===== src/common/motor_fb_defines.svh =====
// Constants of the motor feedback and parameter register bank.
// Assumes inclusion by bare name from any design file that needs them.
`ifndef MOTOR_FB_DEFINES_SVH
`define MOTOR_FB_DEFINES_SVH

// Register offsets on the two-wire bus.
`define REG_SPEED_HIGH 8'h11
`define REG_SPEED_LOW 8'h12
`define REG_PERIOD_HIGH 8'h13
`define REG_PERIOD_LOW 8'h14
`define REG_VCONST_HIGH 8'h15
`define REG_VCONST_LOW 8'h16
`define REG_POSITION 8'h19
`define REG_SUPPLY 8'h1A
`define REG_RAW_SPEED 8'h1B
`define REG_BUF_SPEED 8'h1C
`define REG_FAULTS 8'h1E
`define REG_PARAM1 8'h20
`define REG_PARAM2 8'h21
`define REG_PARAM3 8'h22

// Field positions inside the parameter registers and the fault byte.
`define PARAM_MODE_BIT 7
`define CODE_SHIFT_MSB 6
`define CODE_SHIFT_LSB 4
`define CODE_SIG_MSB 3
`define FAULT_USED_MSB 5

// Factory contents of the nonvolatile parameter store.
`define PARAM1_DEFAULT 8'h4A
`define PARAM2_DEFAULT 8'h4E
`define PARAM3_DEFAULT 8'h2A

// Timing: clock rate, carrier rates and the advance step.
`define CLOCK_HZ 125000000
`define CLOCK_PERIOD_NS 8
`define PWM_LOW_HZ 25000
`define PWM_HIGH_HZ 50000
`define ADVANCE_STEP_NS 2500

// Bus address of the device on the two-wire bus.
`define DEVICE_ADDRESS 7'h52

`endif


===== src/common/motor_fb_pkg.sv =====
// Types shared by the motor feedback register bank.
// Assumes nothing beyond a SystemVerilog compiler.
package motor_fb_pkg;

   typedef logic [7:0] byte_t;

   // Two-wire slave states.
   typedef enum logic [2:0] {
      st_idle = 3'b000,
      st_addr = 3'b001,
      st_ack_addr = 3'b010,
      st_wr_byte = 3'b011,
      st_ack_wr = 3'b100,
      st_rd_byte = 3'b101,
      st_rd_ack = 3'b110,
      st_rd_next = 3'b111
   } link_state_t;

endpackage : motor_fb_pkg


===== src/hw/motor_feedback_param_regs.sv =====
// Feedback and motor parameter registers behind a two-wire slave port.
// Assumes scl_in and sda_in are already synchronous to clock, and that the
// board resolves the open-drain data line from sda_oe.
// Notes on behaviour
// - Speed is sixteen bits, high at 0x11, low at 0x12; read high first.
// - Speed count is one tenth of a hertz.
// - Period is sixteen bits, high at 0x13, low at 0x14; high first.
// - Period count is ten microseconds.
// - Velocity constant at 0x15/0x16, twice digital constant; high first.
// - Address 0x19 gives estimated rotor position plus advance angle.
// - Supply code at 0x1A; code times 30 V over 256.
// - Address 0x1B gives the raw speed request, FF is full scale.
// - Address 0x1C gives bits 8 to 1 of the buffered request.
// - Fault byte at 0x1E, bits 7:6 zero, six fault flags below.
// - Bit 7 of 0x20 picks a 25 kHz or 50 kHz carrier.
// - Resistance code decodes as significand shifted left by shift field.
// - Bit 7 of 0x21 picks full or half cycle adjustment.
// - Velocity constant code decodes as significand shifted by shift field.
// - Bit 7 of 0x22 picks fixed or speed and supply dependent advance.
// - Advance delay is 2.5 us times shifted significand.
// - Parameters come from a store holding 0x4A, 0x4E and 0x2A.
// - A reload request copies the store into the parameter registers.
`timescale 1ns/1ps
`default_nettype none
`include "motor_fb_defines.svh"
module motor_feedback_param_regs #(
   parameter int PWM_LOW_CYCLES = `CLOCK_HZ / `PWM_LOW_HZ,
   parameter int PWM_HIGH_CYCLES = `CLOCK_HZ / `PWM_HIGH_HZ,
   parameter logic [6:0] BUS_ADDRESS = `DEVICE_ADDRESS
) (
   // Clock and reset.
   input wire logic clock,
   input wire logic rst,
   // Two-wire bus pins.
   input wire logic scl_in,
   input wire logic sda_in,
   output logic sda_out,
   output logic sda_oe,
   // Feedback from the motor engines.
   input wire logic [15:0] rotor_velocity_value,
   input wire logic [15:0] electrical_period_value,
   input wire logic [15:0] measured_velocity_constant,
   input wire logic [7:0] rotor_position_estimate,
   input wire logic [7:0] supply_level,
   input wire logic [7:0] raw_speed_request,
   input wire logic [8:0] buffered_speed_request,
   input wire logic [5:0] fault_flags,
   // Reload request from the control register.
   input wire logic nonvolatile_reload,
   // Decoded motor parameters.
   output logic params_loading,
   output logic pwm_rate_select,
   output logic pwm_carrier_tick,
   output logic [10:0] phase_resistance_code,
   output logic closed_loop_adjust_span,
   output logic [10:0] velocity_constant_code,
   output logic advance_method_select,
   output logic [10:0] advance_time_setting,
   output logic [19:0] advance_delay_cycles
);

   // Refuse carrier counts the counter cannot serve.
   if (PWM_HIGH_CYCLES < 2 || PWM_LOW_CYCLES < PWM_HIGH_CYCLES ||
       PWM_LOW_CYCLES > 65536) begin : g_pwm_check
      $error("carrier cycle counts out of range");
   end

   localparam logic [15:0] LOW_M1 = 16'(PWM_LOW_CYCLES - 1);
   localparam logic [15:0] HIGH_M1 = 16'(PWM_HIGH_CYCLES - 1);

   // Significand shifted left by the shift count of a parameter code.
   function automatic logic [10:0] shift_decode(input logic [6:0] code);
      shift_decode = {7'h00, code[`CODE_SIG_MSB:0]} <<
                     code[`CODE_SHIFT_MSB:`CODE_SHIFT_LSB];
   endfunction : shift_decode

   // Advance units of 2.5 us turned into clock cycles, rounded up.
   function automatic logic [19:0] advance_cycles(input logic [10:0] u);
      int unsigned ns;
      ns = 32'(u) * `ADVANCE_STEP_NS;
      advance_cycles = 20'((ns + `CLOCK_PERIOD_NS - 1) / `CLOCK_PERIOD_NS);
   endfunction : advance_cycles

   motor_fb_pkg::link_state_t state;
   motor_fb_pkg::byte_t shift_reg;
   motor_fb_pkg::byte_t tx_byte;
   motor_fb_pkg::byte_t tx_next;
   motor_fb_pkg::byte_t pointer;
   motor_fb_pkg::byte_t speed_low_snap;
   motor_fb_pkg::byte_t period_low_snap;
   motor_fb_pkg::byte_t vconst_low_snap;
   motor_fb_pkg::byte_t param [3];
   logic [2:0] bit_cnt;
   logic read_mode;
   logic pointer_phase;
   logic scl_q;
   logic sda_q;
   logic fetch;
   logic host_write;
   motor_fb_pkg::byte_t write_data;
   logic [1:0] load_idx;
   logic load_issue;
   logic store_valid;
   motor_fb_pkg::byte_t store_data;
   logic [1:0] store_idx;
   logic [15:0] pwm_cnt;
   logic scl_rise;
   logic scl_fall;
   logic start_seen;
   logic stop_seen;

   // Bus line edges and frame conditions.
   always_ff @(posedge clock or posedge rst) begin
      if (rst) begin
         scl_q <= 1'b1;
         sda_q <= 1'b1;
      end else begin
         scl_q <= scl_in;
         sda_q <= sda_in;
      end
   end
   assign scl_rise = scl_in && !scl_q;
   assign scl_fall = !scl_in && scl_q;
   assign start_seen = scl_in && scl_q && sda_q && !sda_in;
   assign stop_seen = scl_in && scl_q && !sda_q && sda_in;

   // Byte read back for the register at the pointer.
   function automatic motor_fb_pkg::byte_t read_value(
      input motor_fb_pkg::byte_t a);
      case (a)
         `REG_SPEED_HIGH: read_value = rotor_velocity_value[15:8];
         `REG_SPEED_LOW: read_value = speed_low_snap;
         `REG_PERIOD_HIGH: read_value = electrical_period_value[15:8];
         `REG_PERIOD_LOW: read_value = period_low_snap;
         `REG_VCONST_HIGH: read_value = measured_velocity_constant[15:8];
         `REG_VCONST_LOW: read_value = vconst_low_snap;
         `REG_POSITION: read_value = rotor_position_estimate;
         `REG_SUPPLY: read_value = supply_level;
         `REG_RAW_SPEED: read_value = raw_speed_request;
         `REG_BUF_SPEED: read_value = buffered_speed_request[8:1];
         `REG_FAULTS: read_value = {2'b00, fault_flags};
         `REG_PARAM1: read_value = param[0];
         `REG_PARAM2: read_value = param[1];
         `REG_PARAM3: read_value = param[2];
         default: read_value = 8'h00;
      endcase
   endfunction : read_value

   // Byte that a fetch would load now; a process, so feedback edits count.
   always_comb begin
      tx_next = read_value(pointer);
   end

   // Fetch a byte to send: after the address ack or after a host ack.
   assign fetch = scl_fall && !stop_seen &&
                  ((state == motor_fb_pkg::st_ack_addr && sda_oe &&
                    read_mode) || state == motor_fb_pkg::st_rd_next);
   // A data byte written after the pointer byte.
   assign host_write = scl_rise && state == motor_fb_pkg::st_wr_byte &&
                       bit_cnt == 3'h7 && !pointer_phase;
   assign write_data = {shift_reg[6:0], sda_in};

   // Two-wire slave: addressing, pointer, writes and reads.
   always_ff @(posedge clock or posedge rst) begin
      if (rst) begin
         state <= motor_fb_pkg::st_idle;
         shift_reg <= 8'h00;
         tx_byte <= 8'h00;
         bit_cnt <= 3'h0;
         read_mode <= 1'b0;
         pointer_phase <= 1'b0;
         pointer <= 8'h00;
         sda_oe <= 1'b0;
      end else if (start_seen) begin
         state <= motor_fb_pkg::st_addr;
         bit_cnt <= 3'h0;
         sda_oe <= 1'b0;
      end else if (stop_seen) begin
         state <= motor_fb_pkg::st_idle;
         sda_oe <= 1'b0;
      end else if (fetch) begin
         tx_byte <= tx_next;
         sda_oe <= !tx_next[7];
         pointer <= pointer + 8'h01;
         bit_cnt <= 3'h0;
         state <= motor_fb_pkg::st_rd_byte;
      end else begin
         case (state)
            motor_fb_pkg::st_addr: begin
               if (scl_rise) begin
                  shift_reg <= write_data;
                  bit_cnt <= bit_cnt + 3'h1;
                  if (bit_cnt == 3'h7) begin
                     read_mode <= sda_in;
                     pointer_phase <= 1'b1;
                     if (shift_reg[6:0] == BUS_ADDRESS) begin
                        state <= motor_fb_pkg::st_ack_addr;
                     end else begin
                        state <= motor_fb_pkg::st_idle;
                     end
                  end
               end
            end
            motor_fb_pkg::st_ack_addr, motor_fb_pkg::st_ack_wr: begin
               if (scl_fall) begin
                  sda_oe <= !sda_oe;
                  if (sda_oe) begin
                     state <= motor_fb_pkg::st_wr_byte;
                  end
               end
            end
            motor_fb_pkg::st_wr_byte: begin
               if (scl_rise) begin
                  shift_reg <= write_data;
                  bit_cnt <= bit_cnt + 3'h1;
                  if (bit_cnt == 3'h7) begin
                     pointer_phase <= 1'b0;
                     if (pointer_phase) begin
                        pointer <= write_data;
                     end else begin
                        pointer <= pointer + 8'h01;
                     end
                     state <= motor_fb_pkg::st_ack_wr;
                  end
               end
            end
            motor_fb_pkg::st_rd_byte: begin
               if (scl_fall) begin
                  sda_oe <= !tx_byte[6];
                  tx_byte <= {tx_byte[6:0], 1'b0};
               end
               if (scl_rise) begin
                  bit_cnt <= bit_cnt + 3'h1;
                  if (bit_cnt == 3'h7) begin
                     state <= motor_fb_pkg::st_rd_ack;
                  end
               end
            end
            motor_fb_pkg::st_rd_ack: begin
               if (scl_fall) begin
                  sda_oe <= 1'b0;
               end
               if (scl_rise) begin
                  if (sda_in) begin
                     state <= motor_fb_pkg::st_idle;
                  end else begin
                     state <= motor_fb_pkg::st_rd_next;
                  end
               end
            end
            default: begin
               sda_oe <= 1'b0;
            end
         endcase
      end
   end

   // Open-drain line: only ever pulled low.
   always_ff @(posedge clock or posedge rst) begin
      if (rst) begin
         sda_out <= 1'b0;
      end else begin
         sda_out <= 1'b0;
      end
   end

   // Low bytes frozen when their high byte is fetched.
   always_ff @(posedge clock or posedge rst) begin
      if (rst) begin
         speed_low_snap <= 8'h00;
         period_low_snap <= 8'h00;
         vconst_low_snap <= 8'h00;
      end else if (fetch) begin
         if (pointer == `REG_SPEED_HIGH) begin
            speed_low_snap <= rotor_velocity_value[7:0];
         end
         if (pointer == `REG_PERIOD_HIGH) begin
            period_low_snap <= electrical_period_value[7:0];
         end
         if (pointer == `REG_VCONST_HIGH) begin
            vconst_low_snap <= measured_velocity_constant[7:0];
         end
      end
   end

   // Reload sequencer: starts at reset release and on each request made while not loading.
   always_ff @(posedge clock or posedge rst) begin
      if (rst) begin
         params_loading <= 1'b1;
         load_issue <= 1'b1;
         load_idx <= 2'h0;
      end else if (!params_loading && nonvolatile_reload) begin
         params_loading <= 1'b1;
         load_issue <= 1'b1;
         load_idx <= 2'h0;
      end else if (params_loading) begin
         if (load_idx == 2'h2) begin
            load_issue <= 1'b0;
         end
         if (load_issue) begin
            load_idx <= load_idx + 2'h1;
         end
         if (store_valid && store_idx == 2'h2) begin
            params_loading <= 1'b0;
         end
      end
   end

   // Index of the byte now returning from the store.
   always_ff @(posedge clock or posedge rst) begin
      if (rst) begin
         store_idx <= 2'h0;
      end else begin
         store_idx <= load_idx;
      end
   end

   param_store #(
      .DEPTH(3),
      .WIDTH(8)
   ) u_store (
      .clock(clock),
      .rst(rst),
      .rd_en(load_issue),
      .rd_addr(load_idx),
      .rd_data(store_data),
      .rd_valid(store_valid)
   );

   // Parameter registers: store data wins, host writes are dropped while loading.
   always_ff @(posedge clock or posedge rst) begin
      if (rst) begin
         param[0] <= 8'h00;
         param[1] <= 8'h00;
         param[2] <= 8'h00;
      end else if (store_valid) begin
         param[store_idx] <= store_data;
      end else if (host_write && !params_loading &&
                   pointer >= `REG_PARAM1 && pointer <= `REG_PARAM3) begin
         param[2'(pointer - `REG_PARAM1)] <= write_data;
      end
   end

   // Decoded parameters for the motor engines.
   always_ff @(posedge clock or posedge rst) begin
      if (rst) begin
         pwm_rate_select <= 1'b0;
         phase_resistance_code <= 11'h000;
         closed_loop_adjust_span <= 1'b0;
         velocity_constant_code <= 11'h000;
         advance_method_select <= 1'b0;
         advance_time_setting <= 11'h000;
         advance_delay_cycles <= 20'h00000;
      end else begin
         pwm_rate_select <= param[0][`PARAM_MODE_BIT];
         phase_resistance_code <= shift_decode(param[0][6:0]);
         closed_loop_adjust_span <= param[1][`PARAM_MODE_BIT];
         velocity_constant_code <= shift_decode(param[1][6:0]);
         advance_method_select <= param[2][`PARAM_MODE_BIT];
         advance_time_setting <= shift_decode(param[2][6:0]);
         advance_delay_cycles <=
            advance_cycles(shift_decode(param[2][6:0]));
      end
   end

   // Carrier tick: one pulse per carrier period at the selected rate.
   always_ff @(posedge clock or posedge rst) begin
      if (rst) begin
         pwm_cnt <= 16'h0000;
         pwm_carrier_tick <= 1'b0;
      end else if (pwm_cnt >= (pwm_rate_select ? HIGH_M1 : LOW_M1)) begin
         pwm_cnt <= 16'h0000;
         pwm_carrier_tick <= 1'b1;
      end else begin
         pwm_cnt <= pwm_cnt + 16'h0001;
         pwm_carrier_tick <= 1'b0;
      end
   end
endmodule : motor_feedback_param_regs
`default_nettype wire


===== src/hw/param_store.sv =====
// Nonvolatile parameter store holding the factory motor parameters.
// Assumes one clock and an active-high asynchronous reset.
`timescale 1ns/1ps
`default_nettype none
`include "motor_fb_defines.svh"
module param_store #(
   parameter int DEPTH = 3,
   parameter int WIDTH = 8
) (
   // Clock and reset.
   input wire logic clock,
   input wire logic rst,
   // Read port.
   input wire logic rd_en,
   input wire logic [1:0] rd_addr,
   output logic [WIDTH-1:0] rd_data,
   output logic rd_valid
);

   // Refuse a shape that the stored image cannot fill.
   if (DEPTH != 3 || WIDTH != 8) begin : g_shape_check
      $error("param_store supports only three bytes of eight bits");
   end

   // Stored image; the contents are fixed at manufacture.
   function automatic logic [WIDTH-1:0] image(input logic [1:0] a);
      case (a)
         2'h0: image = `PARAM1_DEFAULT;
         2'h1: image = `PARAM2_DEFAULT;
         2'h2: image = `PARAM3_DEFAULT;
         default: image = 8'h00;
      endcase
   endfunction : image

   // Read data leaves from a register one cycle after the request.
   always_ff @(posedge clock or posedge rst) begin
      if (rst) begin
         rd_data <= 8'h00;
         rd_valid <= 1'b0;
      end else begin
         rd_valid <= rd_en;
         if (rd_en) begin
            rd_data <= image(rd_addr);
         end
      end
   end
endmodule : param_store
`default_nettype wire


===== config.mk =====
export PLATFORM = sky130hd
export DESIGN_NAME = motor_feedback_param_regs
export DESIGN_NICKNAME = d
export VERILOG_FILES = /design/src/common/motor_fb_pkg.sv /design/src/hw/motor_feedback_param_regs.sv /design/src/hw/param_store.sv
export VERILOG_INCLUDE_DIRS = /design/src /design/src/common
export SDC_FILE = /design/constraint.sdc
export NUM_CORES = 1
export LEC_CHECK = 0
export BUFFER_PORTS_ARGS = -buffer_cell sky130_fd_sc_hd__buf_4
export CAP_MARGIN = 20
export CORE_MARGIN = 3
export CORE_UTILIZATION = 40
export CTS_CLUSTER_DIAMETER = 120
export DETAILED_ROUTE_END_ITERATION = 8
export PLACE_DENSITY = 0.6
export SETUP_SLACK_MARGIN = 0.4
export SYNTH_ARGS = -nofsm -noshare
export SYNTH_HDL_FRONTEND = slang
export SYNTH_HIERARCHICAL = 1
export SYNTH_SLANG_ARGS = --single-unit

===== constraint.sdc =====
create_clock -name clock -period 14.08 [get_ports clock]
set_input_delay 1.408 -clock clock [delete_from_list [all_inputs] [get_ports clock]]
set_output_delay 1.408 -clock clock [all_outputs]
set_load 0.02 [all_outputs]

==> results_dict.tcl <==
set metrics [dict create \
    gp_congestion 0.841 \
    core_mm2 0.0253 \
    leakage_uw 0.00594 \
    worst_setup_path_start_kind "flop" \
    yosysUniqueCellTypes 89 \
    top_register "param" \
    path_cells "mux2i_1 > o22ai_1 > xor2_1 > ha_1 > xnor2_1 > fa_1 > inv_1 > ha_1 > inv_1 > fa_1 > inv_1 > ha_1 > inv_2 > o31ai_2 > a21oi_1 > or3b_1 > nor3_2 > nand3_2 > or2_1 > xor2_1" \
    groute.usage.overall_pct 18.8 \
    maxSlewHeadroom_pct 30.8 \
    vias_per_cell 5.43 \
    drive_gt1_share_pct 21.6 \
    status "finished, final reports clean" \
    tightest_slew_ps 1030 \
    synth_area_leaders "dfrtp_1 (39%), ha_1 (8.5%), mux2_2 (4.3%)" \
    postCtsSetupBuffers 0 \
    die_w_um 167 \
    crit_type "flop to flop" \
    peakVddDrop_v 0.0000846 \
    ys_warn_count 6 \
    overflow 0 \
    largest_reg_flops 24 \
    slowest_stage "dfrtp_1" \
    critPathBufInv 4 \
    synth-seq-area-share_pct 39.9 \
    syn_to_final_growth_pct 18.8 \
    num-nets-final 1366 \
    sw_frac_of_total_pct 39.3 \
    grt_max_degree 101 \
    clock-sinks 165 \
    fillCellCount 2394 \
    synth_top_area_share_pct 38.9 \
    dpl.hpwl_mm 19.1 \
    syn_inst 1063 \
    cts_made_buffers 17 \
    syn_area_per_cell_um2 9.74 \
    antenna_found_initial 1 \
    dieArea_mm2 0.0279 \
    dp_slack_ps 7940 \
    clk_pin_slew_ps 70 \
    start_util_pct 40.9 \
    cts_tree "done" \
    cp.arrival_ps 6520 \
    layoutNonFillerInstCount 1530 \
    drtIter0Drc 575 \
    path_max_fanout 17 \
    synth_edf_count 0 \
    p_int_uw 1140 \
    largestRegisters "param x24, advance_delay_cycles x20, pwm_cnt x16" \
    rows 58 \
    portBuffers 149 \
    worstPathRequired_ps 14390 \
    dp_cells 1497 \
    drc_errors 0 \
    syn-cell-area_mm2 0.0104 \
    routed_wl_mm 25.7 \
    cp-end-kind "flop" \
    path_delay_family "adder cells" \
    setup_viol 0 \
    cp_slowest_stage_delay_ps 780 \
    p_per_area_mw_per_mm2 152 \
    max_freq_ghz 0.161 \
    ios 152 \
    cts.htree.levels 4 \
    grt_pass1_vias 8254 \
    skew_ps 9.91 \
    slew_violations 0 \
    clkPwrFrac_pct 25.5 \
    fin_crit_sh_pct 44.1 \
    synth_seq_cells 165 \
    tns_ps 0 \
    insertedDiodeCount 0 \
    hold-worst-slack_ps 449 \
    min_period_ps 6200 \
    placed_cell_area_mm2 0.0117 \
    min_path_type "flop to flop" \
    yosys.area.top_type "dfrtp_1" \
    clkLatencyLatePin_ps 430 \
    cts_buffer_depth 2 \
    drtPass1Iterations 6 \
    fin_ws_ps 7880 \
    die_y_um 167 \
    root_buffer "clkbuf_16" \
    hold_buffers 0 \
    post_cts_resized 0 \
    vias 8305 \
    stdcell_area_mm2 0.0123 \
    ant_nets 0 \
    p_switching_uw 737 \
    combPwrFrac_pct 36.4 \
    rsz0062_at_grt "false" \
    wire_per_inst_um 16.8 \
    power_frac_seq_pct 38.1 \
    synthArstFlopShare_pct 100 \
    grt_pass1_wl_mm 43.2 \
    max-cap-violations 0 \
    synth-main-ff-cell "dfrtp_1" \
    final_hold_viol_count 0 \
]
## cells by family (layout without fill, tap and decap cells)
group,after synthesis,count (layout),synth area share (%)
adders and majority gates,87,87,11.7
xor gates and xnor gates,44,44,3.72
AOI/OAI and AO/OA,269,269,17.8
DFF,165,165,39.9
and+or+nand+nor,305,305,15.1
other,2,6,0.0725
muxes,57,57,6.24
buffers and inverters,134,267,5.41
## layout make-up
class / instances / area, µm² / area share [%]
Timing Repair Buffer: 157 / 1180 / 9.58
Clock buffer: 18 / 429 / 3.49
Tap cell: 330 / 413 / 3.36
Multi-Input combinational cell: 768 / 5680 / 46.2
Sequential cell: 165 / 4130 / 33.6
Inverter: 78 / 298 / 2.42
Clock inverter: 14 / 170 / 1.38
## final timing paths
path / startpoint / end / slack, ps / cells past startpoint
worst max-delay path: param[4]$_DFFE_PP0P_ / advance_delay_cycles[18]$_DFF_PP0_ / 7880 / 20
worst min-delay path: param[15]$_DFFE_PP0P_ / closed_loop_adjust_span$_DFF_PP0_ / 450 / 0
worst max register to register: param[4]$_DFFE_PP0P_ / advance_delay_cycles[18]$_DFF_PP0_ / 7880 / 20
worst min register to register: param[15]$_DFFE_PP0P_ / closed_loop_adjust_span$_DFF_PP0_ / 450 / 0
max in group asynchronous: rst / state[0]$_DFFE_PP0P_ / 11560 / 3
min in group asynchronous: rst / u_store/rd_data[3]$_DFFE_PP0P_ / 910 / 2
## synth_stat cells, types with 4 or more instances
| cell | instances |
|---|---|
| a311oi_1 | 4 |
| buf_2 | 15 |
| and2_1 | 8 |
| fa_1 | 17 |
| ha_1 | 70 |
| o21a_1 | 4 |
| dfrtp_1 | 161 |
| a22o_1 | 12 |
| buf_4 | 6 |
| buf_1 | 6 |
| o31ai_1 | 5 |
| nor2_1 | 89 |
| inv_1 | 76 |
| o211ai_1 | 7 |
| nor3b_1 | 4 |
| nor2b_1 | 10 |
| a211o_1 | 5 |
| a21oi_1 | 57 |
| o21ai_0 | 41 |
| or2_2 | 4 |
| nand2b_1 | 10 |
| nor4_1 | 4 |
| nand2_1 | 89 |
| a22oi_1 | 39 |
| and3_1 | 9 |
| mux2i_1 | 14 |
| nor3_1 | 15 |
| xnor2_1 | 22 |
| a222oi_1 | 9 |
| dfstp_2 | 4 |
| o32ai_1 | 4 |
| nand4_1 | 6 |
| nand3_1 | 25 |
| clkbuf_1 | 26 |
| a21o_1 | 9 |
| a211oi_1 | 5 |
| mux2_2 | 40 |
| a221oi_1 | 13 |
| o21ai_1 | 17 |
| xor2_1 | 22 |
| o22ai_1 | 11 |
## cell usage in the layout (no fill, tap or decap), types with 5 or more instances in the layout
cell type  synthesis  routed
nor3_1            15      15
a222oi_1           9       9
clkbuf_16          0      17
xnor2_1           22      22
o211ai_1           7       7
o31ai_1            5       5
nor2_1            89      89
and2_1             8       8
inv_1             76      75
a211oi_1           5       5
buf_4              6     156
a22o_1            12      12
a22oi_1           39      39
o21ai_1           17      17
nor2b_1           10      10
o22ai_1           11      11
fa_1              17      17
a221oi_1          13      13
a21oi_1           57      57
xor2_1            22      22
conb_1             2       6
nand2b_1          10      10
nand4_1            6       6
and3_1             9       9
nand2_1           89      89
a21o_1             9       9
mux2_2            40      40
o21ai_0           41      41
a211o_1            5       5
mux2i_1           14      14
ha_1              70      70
nand3_1           25      25
dfrtp_1          161     161
## worst register-to-register path, cell delays in order (launching register included)
cell	delay (ps)
dfrtp_1	780
mux2i_1	290
o22ai_1	690
xor2_1	180
ha_1	360
xnor2_1	160
fa_1	560
inv_1	40
ha_1	260
inv_1	50
fa_1	490
inv_1	40
ha_1	440
inv_2	120
o31ai_2	320
a21oi_1	110
or3b_1	410
nor3_2	280
nand3_2	120
or2_1	250
xor2_1	140
## routing by layer
metal / track usage (%) / vias up / wire length (µm)
li1: - / 4060 / -
met1: 25.0 / 4001 / 11400
met2: 31.2 / 217 / 12400
met3: 4.91 / 25 / 1530
met4: 4.27 / 2 / 367
met5: 0 / - / 13
## through the flow
step / total power (µW) / util (%)
3_5_place_dp: 1400 / 46.2
3_3_place_gp: 1390 / 46.2
2_1_floorplan: 1180 / -
6_report: 1870 / 48.6
5_1_grt: 2020 / 48.6
4_1_cts: 1890 / 48.5
## power groups by stage
stage                     combinational [µW]  sequential, µW  clock [µW]
after floorplan                          492             689           0
after global placement                   671             720           0
after detailed placement                 677             722           0
after CTS                                686             713         490
after global routing                     773             733         511
final                                    682             714         477
No activity file was read; power rests on OpenSTA's default activity.
